==> src/inc/ballast_consts.svh <==
// constants for the ballast mode sequencer: field positions, counts
// assumes inclusion by bare name from the design files
`ifndef BALLAST_CONSTS_SVH
`define BALLAST_CONSTS_SVH

// ****************************************************************
// comparator bundle bit positions
// ****************************************************************
`define CMP_WIDTH          11
`define CMP_SUPPLY_ON      0
`define CMP_SUPPLY_OFF     1
`define CMP_LAMP_ABOVE_5V  2
`define CMP_LAMP_BELOW_3V  3
`define CMP_LAMP_BELOW_1V  4
`define CMP_PREHEAT_END    5
`define CMP_RUN_LEVEL      6
`define CMP_BUS_UNDER      7
`define CMP_OVERCURRENT    8
`define CMP_CT_UPPER       9
`define CMP_CT_LOWER       10

// ****************************************************************
// fault event counter
// ****************************************************************
`define EVENT_COUNT_WIDTH  7
`define EVENT_TRIP_COUNT   7'h64
`define EVENT_COUNT_ZERO   7'h00
`define EVENT_COUNT_ONE    7'h01

`endif

==> src/inc/ballast_pkg.sv <==
// types shared by the ballast mode sequencer files
// assumes ballast_consts.svh on the include path
package ballast_pkg;

  // ****************************************************************
  // operating modes
  // ****************************************************************
  typedef enum logic [2:0] {
    SUPPLY_LOCKOUT = 3'h0,
    PREHEAT        = 3'h1,
    IGNITION       = 3'h2,
    RUN            = 3'h3,
    FAULT          = 3'h4
  } mode_state_type;

  // ****************************************************************
  // oscillator half-period phase
  // ****************************************************************
  typedef enum logic {
    DISCHARGE = 1'b0,
    CHARGE    = 1'b1
  } osc_phase_type;

endpackage

==> src/hdl/comparator_sync.sv <==
// two-flop synchroniser for a bundle of comparator levels
// assumes levels arrive asynchronous to ref_clk_in
`timescale 1ns/1ps
module comparator_sync #(
  parameter int WIDTH = 1
) (
  input  wire logic             ref_clk_in,
  input  wire logic             reset_n_in,
  input  wire logic [WIDTH-1:0] raw_in,
  output logic      [WIDTH-1:0] sync_out
);

  logic [WIDTH-1:0] meta_q;
  logic [WIDTH-1:0] meta_d;
  logic [WIDTH-1:0] sync_q;
  logic [WIDTH-1:0] sync_d;

  // ****************************************************************
  // per-bit two-stage chain
  // ****************************************************************
  for (genvar i = 0; i < WIDTH; i++) begin : g_bit
    always_comb begin
      meta_d[i] = raw_in[i];
      sync_d[i] = meta_q[i];
    end
  end

  always_ff @(posedge ref_clk_in) begin
    if (!reset_n_in) begin
      meta_q <= '0;
      sync_q <= '0;
    end else begin
      meta_q <= meta_d;
      sync_q <= sync_d;
    end
  end

  assign sync_out = sync_q;

endmodule // comparator_sync

==> src/hdl/fault_event_counter.sv <==
// up/down over-current event counter, stepped once per low-side cycle
// assumes step_in is a one-cycle pulse from the sequencer
`timescale 1ns/1ps
`include "ballast_consts.svh"
module fault_event_counter (
  input  wire logic                          ref_clk_in,
  input  wire logic                          reset_n_in,
  input  wire logic                          clear_in,
  input  wire logic                          enable_in,
  input  wire logic                          step_in,
  input  wire logic                          event_in,
  output logic                               trip_out,
  output logic [`EVENT_COUNT_WIDTH-1:0]      count_out
);

  logic [`EVENT_COUNT_WIDTH-1:0] count_q;
  logic [`EVENT_COUNT_WIDTH-1:0] count_d;
  logic                          trip_q;
  logic                          trip_d;

  // ****************************************************************
  // count up on event, down to zero without
  // ****************************************************************
  always_comb begin
    count_d = count_q;
    if (clear_in) begin
      count_d = `EVENT_COUNT_ZERO;
    end else if (enable_in && step_in) begin
      if (event_in) begin
        if (count_q != `EVENT_TRIP_COUNT) begin
          count_d = count_q + `EVENT_COUNT_ONE;
        end
      end else if (count_q != `EVENT_COUNT_ZERO) begin
        count_d = count_q - `EVENT_COUNT_ONE;
      end
    end
    trip_d = !clear_in && (count_d == `EVENT_TRIP_COUNT);
  end

  always_ff @(posedge ref_clk_in) begin
    if (!reset_n_in) begin
      count_q <= `EVENT_COUNT_ZERO;
      trip_q  <= 1'b0;
    end else begin
      count_q <= count_d;
      trip_q  <= trip_d;
    end
  end

  assign trip_out  = trip_q;
  assign count_out = count_q;

  // ****************************************************************
  // checks
  // ****************************************************************
  chk_count_floor: assert property (@(posedge ref_clk_in)
    disable iff (!reset_n_in)
    enable_in && step_in && !event_in && !clear_in
      && count_q == `EVENT_COUNT_ZERO |=> count_q == `EVENT_COUNT_ZERO)
    else $error("event count went below zero");

  chk_count_step_up: assert property (@(posedge ref_clk_in)
    disable iff (!reset_n_in)
    enable_in && step_in && event_in && !clear_in
      && count_q != `EVENT_TRIP_COUNT
      |=> count_q == $past(count_q) + `EVENT_COUNT_ONE)
    else $error("event count did not step up");

  chk_count_idle: assert property (@(posedge ref_clk_in)
    disable iff (!reset_n_in)
    !enable_in && !clear_in |=> $stable(count_q))
    else $error("event count moved while disabled");

endmodule // fault_event_counter

==> src/hdl/ballast_mode_sequencer.sv <==
// ballast mode sequencer: lockout, preheat, ignition, run, fault
// assumes digitised comparator levels from the analog front end
//
// Contract
// lockout: gates low, timing cap and preheat node clamped to ground
// leave lockout only with supply on and lamp sense below 3.0 V
// first gate pulse after lockout is low side
// preheat alternates high and low gates, 50% duty with deadtime
// charge phase one gate on; discharge phase both off as deadtime
// preheat entry releases preheat node, 3.6 uA source charges it
// preheat to ignition once preheat node exceeds 10.8 V
// over-current and bus undervoltage reset enabled above 12 V
// current sense above 1.20 V registers an over-current event
// preheat/ignition: fault after 100 consecutive low-side events
// count an event only during low-side on-time
// cycle without event decrements counter, floor at zero
// event counter active in preheat and ignition, not run
// run: first single over-current event enters fault
// run: lamp sense above 3.0 V or below 1.0 V enters fault
// fault latches high, low and boost gates low
// fault entry clamps preheat node to ground
// fault exits to lockout on supply off or lamp sense above 5 V
// after fault, restart needs lamp above 5 V then below 3 V
// bus sense below 3.0 V discharges supply, gates latched low
// preheat node above 12.0 V establishes run
// every comparator level synchronised before use
// lockout clears the event counter
`timescale 1ns/1ps
`include "ballast_consts.svh"
module ballast_mode_sequencer
  import ballast_pkg::*;
(
  input  wire logic ref_clk_in,
  input  wire logic reset_n_in,
  input  wire logic supply_on_in,
  input  wire logic supply_off_in,
  input  wire logic lamp_above_5v_in,
  input  wire logic lamp_below_3v_in,
  input  wire logic lamp_below_1v_in,
  input  wire logic preheat_end_threshold_in,
  input  wire logic run_threshold_in,
  input  wire logic bus_undervoltage_threshold_in,
  input  wire logic overcurrent_threshold_in,
  input  wire logic timing_cap_upper_in,
  input  wire logic timing_cap_lower_in,
  output logic      high_side_gate_out,
  output logic      low_side_gate_out,
  output logic      boost_switch_gate_out,
  output logic      timing_cap_node_clamp_out,
  output logic      preheat_timer_node_clamp_out,
  output logic      preheat_source_enable_out,
  output logic      supply_discharge_out,
  output logic      fault_mode_out
);

  // ****************************************************************
  // decoding helpers
  // ****************************************************************
  function automatic logic is_oscillating(input mode_state_type s);
    return (s == PREHEAT) || (s == IGNITION) || (s == RUN);
  endfunction

  function automatic logic is_counting(input mode_state_type s);
    return (s == PREHEAT) || (s == IGNITION);
  endfunction

  // ****************************************************************
  // comparator synchronisation
  // ****************************************************************
  logic [`CMP_WIDTH-1:0] cmp_raw;
  logic [`CMP_WIDTH-1:0] cmp_s;
  logic                  supply_on_s;
  logic                  supply_off_s;
  logic                  lamp_above_5v_s;
  logic                  lamp_below_3v_s;
  logic                  lamp_below_1v_s;
  logic                  preheat_end_s;
  logic                  run_level_s;
  logic                  bus_under_s;
  logic                  overcurrent_s;
  logic                  ct_upper_s;
  logic                  ct_lower_s;

  always_comb begin
    cmp_raw                     = '0;
    cmp_raw[`CMP_SUPPLY_ON]     = supply_on_in;
    cmp_raw[`CMP_SUPPLY_OFF]    = supply_off_in;
    cmp_raw[`CMP_LAMP_ABOVE_5V] = lamp_above_5v_in;
    cmp_raw[`CMP_LAMP_BELOW_3V] = lamp_below_3v_in;
    cmp_raw[`CMP_LAMP_BELOW_1V] = lamp_below_1v_in;
    cmp_raw[`CMP_PREHEAT_END]   = preheat_end_threshold_in;
    cmp_raw[`CMP_RUN_LEVEL]     = run_threshold_in;
    cmp_raw[`CMP_BUS_UNDER]     = bus_undervoltage_threshold_in;
    cmp_raw[`CMP_OVERCURRENT]   = overcurrent_threshold_in;
    cmp_raw[`CMP_CT_UPPER]      = timing_cap_upper_in;
    cmp_raw[`CMP_CT_LOWER]      = timing_cap_lower_in;
  end

  comparator_sync #(.WIDTH(`CMP_WIDTH)) u_sync (
    .ref_clk_in (ref_clk_in),
    .reset_n_in (reset_n_in),
    .raw_in     (cmp_raw),
    .sync_out   (cmp_s)
  );

  assign supply_on_s     = cmp_s[`CMP_SUPPLY_ON];
  assign supply_off_s    = cmp_s[`CMP_SUPPLY_OFF];
  assign lamp_above_5v_s = cmp_s[`CMP_LAMP_ABOVE_5V];
  assign lamp_below_3v_s = cmp_s[`CMP_LAMP_BELOW_3V];
  assign lamp_below_1v_s = cmp_s[`CMP_LAMP_BELOW_1V];
  assign preheat_end_s   = cmp_s[`CMP_PREHEAT_END];
  assign run_level_s     = cmp_s[`CMP_RUN_LEVEL];
  assign bus_under_s     = cmp_s[`CMP_BUS_UNDER];
  assign overcurrent_s   = cmp_s[`CMP_OVERCURRENT];
  assign ct_upper_s      = cmp_s[`CMP_CT_UPPER];
  assign ct_lower_s      = cmp_s[`CMP_CT_LOWER];

  // ****************************************************************
  // state and oscillator registers
  // ****************************************************************
  mode_state_type state_q;
  mode_state_type state_d;
  osc_phase_type  phase_q;
  osc_phase_type  phase_d;
  logic           side_high_q;
  logic           side_high_d;
  logic           prot_en_q;
  logic           prot_en_d;
  logic           rearm_q;
  logic           rearm_d;
  logic           discharge_q;
  logic           discharge_d;
  logic           oc_seen_q;
  logic           oc_seen_d;
  logic           low_step;
  logic           low_event;
  logic           ls_on_time;
  logic           bus_trip;
  logic           count_trip;

  assign ls_on_time = is_oscillating(state_q) && (phase_q == CHARGE)
                      && !side_high_q;
  assign low_step   = ls_on_time && ct_upper_s;
  assign low_event  = oc_seen_q || (ls_on_time && overcurrent_s);
  assign bus_trip   = prot_en_q && bus_under_s;

  // ****************************************************************
  // mode transitions
  // ****************************************************************
  always_comb begin
    state_d     = state_q;
    prot_en_d   = prot_en_q;
    rearm_d     = rearm_q;
    discharge_d = discharge_q;
    case (state_q)
      SUPPLY_LOCKOUT: begin
        prot_en_d = 1'b0;
        if (supply_on_s && lamp_below_3v_s && !discharge_q
            && !rearm_q) begin
          state_d = PREHEAT;
        end
      end
      PREHEAT: begin
        if (preheat_end_s) begin
          state_d = IGNITION;
        end
      end
      IGNITION: begin
        if (run_level_s) begin
          state_d = RUN;
        end
      end
      RUN: begin
        if (overcurrent_s) begin
          state_d = FAULT;
        end else if (!lamp_below_3v_s || lamp_below_1v_s) begin
          state_d = FAULT;
        end
      end
      FAULT: begin
        prot_en_d = 1'b0;
        if (supply_off_s || lamp_above_5v_s) begin
          state_d = SUPPLY_LOCKOUT;
        end
      end
      default: begin
        state_d = SUPPLY_LOCKOUT;
      end
    endcase
    if (is_counting(state_q) && count_trip) begin
      state_d = FAULT;
    end
    if (is_oscillating(state_q) && run_level_s) begin
      prot_en_d = 1'b1;
    end
    if (is_oscillating(state_q) && bus_trip) begin
      state_d = SUPPLY_LOCKOUT;
    end
    if (is_oscillating(state_q) && supply_off_s) begin
      state_d = SUPPLY_LOCKOUT;
    end
    // supply discharge held until supply falls past turn-off
    if (supply_off_s) begin
      discharge_d = 1'b0;
    end
    if (is_oscillating(state_q) && bus_trip) begin
      discharge_d = 1'b1;
    end
    // restart blocked after fault until lamp sense passes 5 V
    if (lamp_above_5v_s) begin
      rearm_d = 1'b0;
    end
    if (state_d == FAULT) begin
      rearm_d = 1'b1;
    end
  end

  // ****************************************************************
  // oscillator phase and side
  // ****************************************************************
  always_comb begin
    phase_d     = phase_q;
    side_high_d = side_high_q;
    oc_seen_d   = oc_seen_q;
    if (!is_oscillating(state_d)) begin
      phase_d     = CHARGE;
      side_high_d = 1'b0;
      oc_seen_d   = 1'b0;
    end else begin
      if ((phase_q == CHARGE) && ct_upper_s) begin
        phase_d = DISCHARGE;
      end else if ((phase_q == DISCHARGE) && ct_lower_s) begin
        phase_d     = CHARGE;
        side_high_d = !side_high_q;
      end
      if (low_step) begin
        oc_seen_d = 1'b0;
      end else if (ls_on_time && overcurrent_s) begin
        oc_seen_d = 1'b1;
      end
    end
  end

  always_ff @(posedge ref_clk_in) begin
    if (!reset_n_in) begin
      state_q     <= SUPPLY_LOCKOUT;
      phase_q     <= CHARGE;
      side_high_q <= 1'b0;
      prot_en_q   <= 1'b0;
      rearm_q     <= 1'b0;
      discharge_q <= 1'b0;
      oc_seen_q   <= 1'b0;
    end else begin
      state_q     <= state_d;
      phase_q     <= phase_d;
      side_high_q <= side_high_d;
      prot_en_q   <= prot_en_d;
      rearm_q     <= rearm_d;
      discharge_q <= discharge_d;
      oc_seen_q   <= oc_seen_d;
    end
  end

  // ****************************************************************
  // over-current event counter
  // ****************************************************************
  fault_event_counter u_counter (
    .ref_clk_in (ref_clk_in),
    .reset_n_in (reset_n_in),
    .clear_in   (state_q == SUPPLY_LOCKOUT),
    .enable_in  (is_counting(state_q)),
    .step_in    (low_step),
    .event_in   (low_event),
    .trip_out   (count_trip),
    .count_out  ()
  );

  // ****************************************************************
  // registered outputs
  // ****************************************************************
  logic hs_q;
  logic hs_d;
  logic ls_q;
  logic ls_d;
  logic boost_q;
  logic boost_d;
  logic ct_clamp_q;
  logic ct_clamp_d;
  logic cph_clamp_q;
  logic cph_clamp_d;
  logic dis_q;
  logic dis_d;
  logic fault_q;
  logic fault_d;
  logic src_q;
  logic src_d;

  always_comb begin
    hs_d        = is_oscillating(state_d) && (phase_d == CHARGE)
                  && side_high_d;
    ls_d        = is_oscillating(state_d) && (phase_d == CHARGE)
                  && !side_high_d;
    boost_d     = is_oscillating(state_d);
    ct_clamp_d  = !is_oscillating(state_d);
    cph_clamp_d = !is_oscillating(state_d);
    src_d       = is_oscillating(state_d);
    dis_d       = discharge_d;
    fault_d     = (state_d == FAULT);
  end

  always_ff @(posedge ref_clk_in) begin
    if (!reset_n_in) begin
      hs_q        <= 1'b0;
      ls_q        <= 1'b0;
      boost_q     <= 1'b0;
      ct_clamp_q  <= 1'b1;
      cph_clamp_q <= 1'b1;
      dis_q       <= 1'b0;
      fault_q     <= 1'b0;
      src_q       <= 1'b0;
    end else begin
      hs_q        <= hs_d;
      ls_q        <= ls_d;
      boost_q     <= boost_d;
      ct_clamp_q  <= ct_clamp_d;
      cph_clamp_q <= cph_clamp_d;
      dis_q       <= dis_d;
      fault_q     <= fault_d;
      src_q       <= src_d;
    end
  end

  assign high_side_gate_out           = hs_q;
  assign low_side_gate_out            = ls_q;
  assign boost_switch_gate_out        = boost_q;
  assign timing_cap_node_clamp_out    = ct_clamp_q;
  assign preheat_timer_node_clamp_out = cph_clamp_q;
  assign preheat_source_enable_out    = src_q;
  assign supply_discharge_out         = dis_q;
  assign fault_mode_out               = fault_q;

  // ****************************************************************
  // checks
  // ****************************************************************
  chk_lockout_outputs_low: assert property (@(posedge ref_clk_in)
    disable iff (!reset_n_in)
    state_q == SUPPLY_LOCKOUT |-> !hs_q && !ls_q && ct_clamp_q
      && cph_clamp_q)
    else $error("lockout outputs not held");

  chk_lockout_exit_cond: assert property (@(posedge ref_clk_in)
    disable iff (!reset_n_in)
    state_q == SUPPLY_LOCKOUT ##1 state_q == PREHEAT
      |-> $past(supply_on_s) && $past(lamp_below_3v_s))
    else $error("lockout left without start condition");

  chk_first_pulse_low: assert property (@(posedge ref_clk_in)
    disable iff (!reset_n_in)
    state_q == SUPPLY_LOCKOUT ##1 state_q == PREHEAT
      |-> ls_q && !hs_q)
    else $error("first pulse not on low side");

  chk_gates_exclusive: assert property (@(posedge ref_clk_in)
    disable iff (!reset_n_in)
    !(hs_q && ls_q))
    else $error("both gates on");

  chk_deadtime_gap: assert property (@(posedge ref_clk_in)
    disable iff (!reset_n_in)
    phase_q == DISCHARGE |-> !hs_q && !ls_q)
    else $error("gate on during deadtime");

  chk_preheat_end: assert property (@(posedge ref_clk_in)
    disable iff (!reset_n_in)
    state_q == PREHEAT ##1 state_q == IGNITION |-> $past(preheat_end_s))
    else $error("ignition entered early");

  chk_run_oc_fault: assert property (@(posedge ref_clk_in)
    disable iff (!reset_n_in)
    state_q == RUN && overcurrent_s && !supply_off_s && !bus_trip
      |=> state_q == FAULT && fault_mode_out)
    else $error("run over-current missed");

  chk_fault_outputs: assert property (@(posedge ref_clk_in)
    disable iff (!reset_n_in)
    state_q == FAULT |-> !hs_q && !ls_q && !boost_q && cph_clamp_q)
    else $error("fault outputs not latched low");

  chk_fault_exit: assert property (@(posedge ref_clk_in)
    disable iff (!reset_n_in)
    state_q == FAULT && (supply_off_s || lamp_above_5v_s)
      |=> state_q == SUPPLY_LOCKOUT)
    else $error("fault exit missed");

  chk_bus_under_trip: assert property (@(posedge ref_clk_in)
    disable iff (!reset_n_in)
    is_oscillating(state_q) && bus_trip
      |=> supply_discharge_out && !hs_q && !ls_q)
    else $error("bus undervoltage not acted on");

endmodule // ballast_mode_sequencer

==> config.mk <==
export PLATFORM = sky130hd
export DESIGN_NAME = ballast_mode_sequencer
export DESIGN_NICKNAME = d
export VERILOG_FILES = /design/src/inc/ballast_pkg.sv /design/src/hdl/comparator_sync.sv /design/src/hdl/fault_event_counter.sv /design/src/hdl/ballast_mode_sequencer.sv
export VERILOG_INCLUDE_DIRS = /design/src /design/src/inc
export SDC_FILE = /design/constraint.sdc
export NUM_CORES = 1
export LEC_CHECK = 0
export BUFFER_PORTS_ARGS = -buffer_cell sky130_fd_sc_hd__buf_2
export CORE_ASPECT_RATIO = 0.7
export CORE_MARGIN = 1
export CORE_UTILIZATION = 45
export CTS_CLUSTER_DIAMETER = 120
export DETAILED_ROUTE_END_ITERATION = 10
export GPL_TIMING_DRIVEN = 1
export PLACE_DENSITY_LB_ADDON = 0.25
export SLEW_MARGIN = 20
export SYNTH_ARGS = -nofsm -noshare
export SYNTH_HDL_FRONTEND = slang
export SYNTH_HIERARCHICAL = 1
export SYNTH_SLANG_ARGS = --single-unit
==> constraint.sdc <==
create_clock -name ref_clk_in -period 4.2 [get_ports ref_clk_in]
set_input_delay 0.42 -clock ref_clk_in [delete_from_list [all_inputs] [get_ports ref_clk_in]]
set_output_delay 0.42 -clock ref_clk_in [all_outputs]
set_load 0.05 [all_outputs]
### Yosys cells after proc, flatten, opt, wreduce, memory -nomap -nowiden

Cells that the tools add are included.

| storage, ports and cells | value |
|---|---|
| flip-flop bits (word level) | 44 |
| bits in latches | 0 |
| RAM bits | 0 |
| ROM bits | 0 |
| input bits | 13 |
| output and inout bits | 8 |
| memories | 0 |

| cells by class | value |
|---|---|
| add/sub/neg operators | 2 |
| multiply operators | 0 |
| div/mod/pow operators | 0 |
| magnitude comparators | 0 |
| eq/ne operators | 10 |
| shift-type cells | 0 |
| multiplexer cells | 27 |
| bitwise operators | 3 |
| reduce and logical (&&, ||, !) cells | 40 |

Operator list:

| operator | count |
|---|---|
| 7-bit two-way mux | 5 |
| 3-bit two-way mux | 9 |
| 1-bit logical AND | 19 |
| 3-bit case mux with 5 select lines | 1 |
| 3-bit by 2-bit == test with 1-bit output, second input constant | 4 |
| 1-bit two-way mux | 12 |
| 7-bit by 1-bit adder with 7-bit output, second input constant | 1 |
| 7-bit == test, second input constant | 1 |
| 1-bit logical NOT | 7 |
| 1-bit logical OR | 7 |
| 7-bit != test, second input constant | 1 |
| 7-bit nonzero test | 1 |
| 7-bit by 1-bit subtractor with 7-bit output, second input constant | 1 |
| 3-bit by 1-bit == test with 1-bit output, second input constant | 2 |
| 3-bit == test, second input constant | 2 |
| 2-bit nonzero test | 3 |
| 3-bit logical NOT | 1 |
| 1-bit NOT | 3 |
| 3-bit OR reduction | 1 |
| 2-bit OR reduction | 1 |

### Depth between registers and ports, before layout

| depth | value |
|---|---|
| depth after elaboration | 14 |
| gate-level depth with buffers | 10 |
| gate-level depth less buffers | 8 |

### Cells and area by module

The synthesis kept the hierarchy.

By module, submodules not included:

| module | instances | cells an instance | area an instance (um^2) | seq. area each (um^2) |
|---|---|---|---|---|
| fault_event_counter | 1 | 98 | 775.7 | 160.2 |
| ballast_mode_sequencer | 1 | 74 | 693.2 | 280.3 |
| comparator_sync | 1 | 46 | 620.6 | 440.4 |

### Worst setup path before layout

No wires, ideal clock.

| timing path | value |
|---|---|
| path kind | reg2reg |
| start | reg state_q[1] |
| end | reg u_counter.trip_q, in the netlist u_counter/trip_out |
| arrival | 2.068 ns |
| slack | 2.044 ns |
| stages on the path, launching flop included | 11 |
| buffers on the path | 2 |
| clock period less this slack | 2.156 ns |
| cells stage by stage | dfxtp_1 > buf_4 > nor2_1 > nor4b_1 > a21o_1 > buf_6 > nor3b_1 > a2111o_1 > a211oi_1 > o22ai_1 > nor4_2 |

| between the ends | value |
|---|---|
| cells in the longest elaborated chain, start to end | 12 |

RTL lines:

| item | RTL line | text |
|---|---|---|
| from (decl) | ballast_mode_sequencer.sv:121 | `mode_state_type state_q;` |
| from (signal assigned) | ballast_mode_sequencer.sv:254 | `state_q <= state_d;` |
| 3-bit by 1-bit == test with 1-bit output / 3-bit by 2-bit == test with 1-bit output (equally long branches) | ballast_mode_sequencer.sv:60 | `return (s == PREHEAT) \|\| (s == IGNITION) \|\| (s == RUN);` |
| 1-bit logical OR | ballast_mode_sequencer.sv:60 |  |
| 1-bit logical OR (*) | ballast_mode_sequencer.sv:60 |  |
| 1-bit logical AND (*) | ballast_mode_sequencer.sv:141 | `assign ls_on_time = is_oscillating(state_q) && (phase_q == CHARGE)` |
| 1-bit logical AND (*) | ballast_mode_sequencer.sv:142 | `&& !side_high_q;` |
| 1-bit logical AND (*) | ballast_mode_sequencer.sv:144 | `assign low_event = oc_seen_q \|\| (ls_on_time && overcurrent_s);` |
| 1-bit logical OR (*) | ballast_mode_sequencer.sv:144 |  |
| named net low_event | ballast_mode_sequencer.sv:136 | `logic low_event;` |
| 7-bit two-way mux (*) | fault_event_counter.sv:29 | `if (event_in) begin` |
| 7-bit two-way mux (*) | fault_event_counter.sv:28 | `end else if (enable_in && step_in) begin` |
| 7-bit two-way mux (*) | fault_event_counter.sv:26 | `if (clear_in) begin` |
| 7-bit == test (no source line) (*) | n/a |  |
| 1-bit logical AND (*) | fault_event_counter.sv:37 | `` trip_d = !clear_in && (count_d == `EVENT_TRIP_COUNT); `` |
| to (signal assigned) | fault_event_counter.sv:46 | `trip_q <= trip_d;` |
| to (decl) | fault_event_counter.sv:18 | `logic trip_q;` |

The timed path passes the listed nets; every way through them passes the cells marked *.
A chain may end at the register's enable or synchronous reset.

### Worst setup path after layout

| timing path | value |
|---|---|
| start | reg state_q[0] |
| end | reg u_counter.trip_q, in the netlist u_counter/trip_out |

Same word-level chain as after synthesis.

==> flow_summary.html <==
<table>
<tr><th>Metric</th><th>Value</th></tr>
<tr><th colspan="2">Outcome</th></tr>
<tr><td>Outcome</td><td>complete, no violations</td></tr>
<tr><th colspan="2">Logic synthesis</th></tr>
<tr><td>Sequential-to-total area share from yosys stat</td><td>42.2%</td></tr>
<tr><td>Syn Std Cell Area</td><td>0.00209 mm²</td></tr>
<tr><td>Most used standard cell by instance count after synthesis</td><td>dfxtp_1</td></tr>
<tr><td>Ranking of synthesized cells by area</td><td>dfxtp_1, and2_2, nor2_1</td></tr>
<tr><td>Ys async rst share</td><td>0%</td></tr>
<tr><td>Synthesized area per cell</td><td>9.58 µm²</td></tr>
<tr><td>Flop and latch count out of synthesis</td><td>44</td></tr>
<tr><td>Most numerous cell types in the synthesized netlist</td><td>dfxtp_1, nor2_1, and2_2</td></tr>
<tr><td>Distinct cell type count of the synthesized netlist</td><td>57</td></tr>
<tr><td>Library cell occupying the most area in the post-synthesis netlist</td><td>dfxtp_1</td></tr>
<tr><td>Count of flip-flops with a built-in enable after synthesis</td><td>0</td></tr>
<tr><td>Net Count, Synth</td><td>234</td></tr>
<tr><td>Portion of synthesized cell area occupied by the leading cell type</td><td>42.2%</td></tr>
<tr><td>Top flip-flop cell by instance count after synthesis</td><td>dfxtp_1</td></tr>
<tr><td>Ys Warns</td><td>6</td></tr>
<tr><td>Gate Count Post-Synth</td><td>218</td></tr>
<tr><th colspan="2">Floorplanning</th></tr>
<tr><td>Die area</td><td>0.00492 mm²</td></tr>
<tr><td>I/O Pins</td><td>21</td></tr>
<tr><td>Initial standard-cell utilization of the core</td><td>47.4%</td></tr>
<tr><td>Standard-cell rows</td><td>20</td></tr>
<tr><td>Die Y-Extent</td><td>59.0 µm</td></tr>
<tr><td>Die width</td><td>83.4 µm</td></tr>
<tr><td>CORE AREA</td><td>0.00440 mm²</td></tr>
<tr><th colspan="2">Clocking</th></tr>
<tr><td>H-tree depth</td><td>2</td></tr>
<tr><td>Clock edge transition at the registers on the reported setup and hold paths</td><td>0.10 ns</td></tr>
<tr><td>Total clock buffers created by CTS</td><td>5</td></tr>
<tr><td>Post-cts repair resize count</td><td>0</td></tr>
<tr><td>Clock Sinks</td><td>44</td></tr>
<tr><td>Postcts setup bufs</td><td>0</td></tr>
<tr><td>Clock insertion delay at the later pin of the skew report</td><td>0.30 ns</td></tr>
<tr><td>Post-CTS Hold Fix Bufs</td><td>0</td></tr>
<tr><td>Clk buf depth</td><td>2</td></tr>
<tr><td>TritonCTS clock tree</td><td>yes</td></tr>
<tr><td>Root Driver</td><td>clkbuf_8</td></tr>
<tr><th colspan="2">Pwr</th></tr>
<tr><td>Switching power as a share of total power</td><td>21.4%</td></tr>
<tr><td>Comb pwr share</td><td>3.4%</td></tr>
<tr><td>Ratio of total power to cell area</td><td>348 mW/mm²</td></tr>
<tr><td>Clk network pwr share</td><td>42.0%</td></tr>
<tr><td>Switching power</td><td>0.169 mW</td></tr>
<tr><td>Cell-internal power</td><td>0.620 mW</td></tr>
<tr><td>Cell leakage power</td><td>0.853 nW</td></tr>
<tr><td>Peak ir drop on the vdd network</td><td>0.218 mV</td></tr>
<tr><td>Sequential share of power</td><td>54.6%</td></tr>
<tr><th colspan="2">Setup path</th></tr>
<tr><td>Worst Path Class, Setup</td><td>reg -&gt; reg</td></tr>
<tr><td>Logic depth of the worst register-to-register path</td><td>8</td></tr>
<tr><td>Crit start category</td><td>flip-flop</td></tr>
<tr><td>Worst endpoint data arrival time</td><td>2.91 ns</td></tr>
<tr><td>CP max FO</td><td>12</td></tr>
<tr><td>CP endpoint kind</td><td>flip-flop</td></tr>
<tr><td>Critical path data required time</td><td>4.42 ns</td></tr>
<tr><th colspan="2">Finish</th></tr>
<tr><td>Final antenna diode count</td><td>0</td></tr>
<tr><td>Number of inserted filler cells in the final layout</td><td>401</td></tr>
<tr><td>Post-layout net count</td><td>249</td></tr>
<tr><td>Area growth from synthesis to final layout</td><td>8.56%</td></tr>
<tr><td>Share of post-route cells with drive strength above 1</td><td>25.2%</td></tr>
<tr><td>Core utilization of the finished layout</td><td>51.5%</td></tr>
<tr><th colspan="2">Detailed routing</th></tr>
<tr><td>DR WL/cell</td><td>13.8 µm</td></tr>
<tr><td>Post-DR vias/cell</td><td>5.47</td></tr>
<tr><td>Post-route antenna net violation count</td><td>0</td></tr>
<tr><td>Vias after detailed routing</td><td>1580</td></tr>
<tr><td>Number of DRC markers in iteration 0</td><td>128</td></tr>
<tr><td>Total DRC errors in the routed layout</td><td>0</td></tr>
<tr><td>Post-Route WL</td><td>3.99 mm</td></tr>
<tr><td>Total iterations of the first detailed-routing run</td><td>4</td></tr>
<tr><th colspan="2">Placement</th></tr>
<tr><td>HPWL after DPL</td><td>2.80 mm</td></tr>
<tr><td>Minimum setup slack after placement</td><td>1.56 ns</td></tr>
<tr><td>Number of buffers added on ports</td><td>20</td></tr>
<tr><td>GP Congestion</td><td>0.895</td></tr>
<tr><th colspan="2">Global routing</th></tr>
<tr><td>Wire length of the first global-routing pass</td><td>6.60 mm</td></tr>
<tr><td>Largest net degree at the start of global routing</td><td>29</td></tr>
<tr><td>Number of antenna violations at the first check in global routing</td><td>0</td></tr>
<tr><td>Total gr overflow</td><td>0</td></tr>
<tr><td>Global router's overall resource usage</td><td>17.2%</td></tr>
<tr><td>Number of global-route vias before repair</td><td>1387</td></tr>
<tr><th colspan="2">Timing</th></tr>
<tr><td>Final period demand of the worst path</td><td>2.69 ns</td></tr>
<tr><td>Clk_skew</td><td>0.0130 ns</td></tr>
<tr><td>Max-Slew Margin vs Limit</td><td>64.6%</td></tr>
<tr><td>Max-slew violations</td><td>0</td></tr>
<tr><td>Setup TNS</td><td>0 ns</td></tr>
<tr><td>Highest attainable clock frequency</td><td>372 MHz</td></tr>
<tr><td>Worst-Margin Slew</td><td>0.527 ns</td></tr>
<tr><td>Final setup violating endpoints</td><td>0</td></tr>
<tr><td>Unrepaired setup endpoints after global routing</td><td>no</td></tr>
<tr><td>Final Hold Violating Endpoints</td><td>0</td></tr>
<tr><td>Final critical-path setup slack</td><td>1.51 ns</td></tr>
<tr><td>Share of the cycle needed by the critical path after routing</td><td>64.0%</td></tr>
<tr><th colspan="2">Hold path</th></tr>
<tr><td>Cells on Worst Hold Path</td><td>2</td></tr>
<tr><td>Hold Path Class</td><td>in -&gt; reg</td></tr>
<tr><th colspan="2">Job</th></tr>
<tr><td>Max-capacitance violation count</td><td>0</td></tr>
</table>
[per-layer routing]
metal	up-vias	routed length [µm]	track usage (%)
li1	796	-	-
met1	714	2140	26.7
met2	68	1510	22.5
met3	2	315	4.46
met4	0	24	5.81
met5	-	0	0
[cells in the final DEF (no fill, tap or decap), types with 5 or more instances in the layout]
cell	count
dfxtp_1	44
buf_2	20
nor2_1	18
and2_2	16
inv_1	11
and2_1	10
a21oi_1	9
nor3_1	6
o21ai_0	6
nor3b_1	5
nor2b_1	5
nand2_1	5
clkbuf_8	5
nand3_1	5
[critical path, cell delays in order, from the launching register on]
cell and delay (ns):
dfxtp_1 0.47, nor2_1 0.17, nor4b_1 0.35, a21o_1 0.49, nand3_1 0.26, or2_1 0.29, a211oi_1 0.27, o211ai_1 0.17
nor4_2 0.15
[state kept, by name (all words and copies together) (netlist names)]
| signal | count |
|---|---|
| u_sync/sync_out | 11 |
| supply_discharge_out | 1 |
| preheat_source_enable_out | 1 |
| low_side_gate_out | 1 |
| prot_en_q | 1 |
| u_counter/count_out | 7 |
| preheat_timer_node_clamp_out | 1 |
| side_high_q | 1 |
| phase_q | 1 |
| state_q | 3 |
| u_sync/meta_q | 11 |
| high_side_gate_out | 1 |
| oc_seen_q | 1 |
| rearm_q | 1 |
| u_counter/trip_out | 1 |
| fault_mode_out | 1 |
[layout make-up]
cell class              instances  area [µm²]  area share (%)
well taps                      55        68.8            3.03
repair buffers                 20         100            4.41
clock buffers                   5        68.8            3.03
clock inverters                 3        46.3            2.04
inverters                      12        50.0            2.21
flip-flops and latches         44         881            38.8
multi-input cells             150        1050            46.4
[final timing paths]
kind,from,to,slack [ns]
max,state_q[0],u_counter/trip_out,1.51
min,bus_undervoltage_threshold_in,u_sync/meta_q[7],0.33
max reg2reg,state_q[0],u_counter/trip_out,1.51
min reg2reg,u_sync/meta_q[7],u_sync/sync_out[7],0.44
[cell families (layout without fill, tap and decap cells)]
group / after synthesis / count (layout) / synth area share, %
mux: 1 / 1 / 0.479
xor+xnor: 4 / 4 / 1.68
simple gates: 94 / 94 / 28.8
fa+ha+maj: 3 / 3 / 1.80
flops: 44 / 44 / 42.2
compound gates: 48 / 48 / 17.7
buf+inv: 24 / 40 / 7.42
[stage by stage]
stage                     total power [mW]  area (µm²)  hold WS [ns]  std cells
after floorplan                      0.460        2090         0.412        218
after global placement               0.467        2150         0.426        281
after detailed placement             0.468        2150         0.418        281
after CTS                            0.797        2270         0.317        289
after global routing                 0.821        2270         0.315        289
final                                0.789        2270         0.326        289
[power groups by stage]
stage | Combinational, mW | Clock, mW | Sequential, mW
finish | 0.0266 | 0.331 | 0.431
global route | 0.0299 | 0.358 | 0.433
CTS | 0.0269 | 0.339 | 0.431
detailed placement | 0.0268 | 0 | 0.441
global placement | 0.0265 | 0 | 0.441
floorplan | 0.0188 | 0 | 0.441
Power figures use the tool's default switching activity.
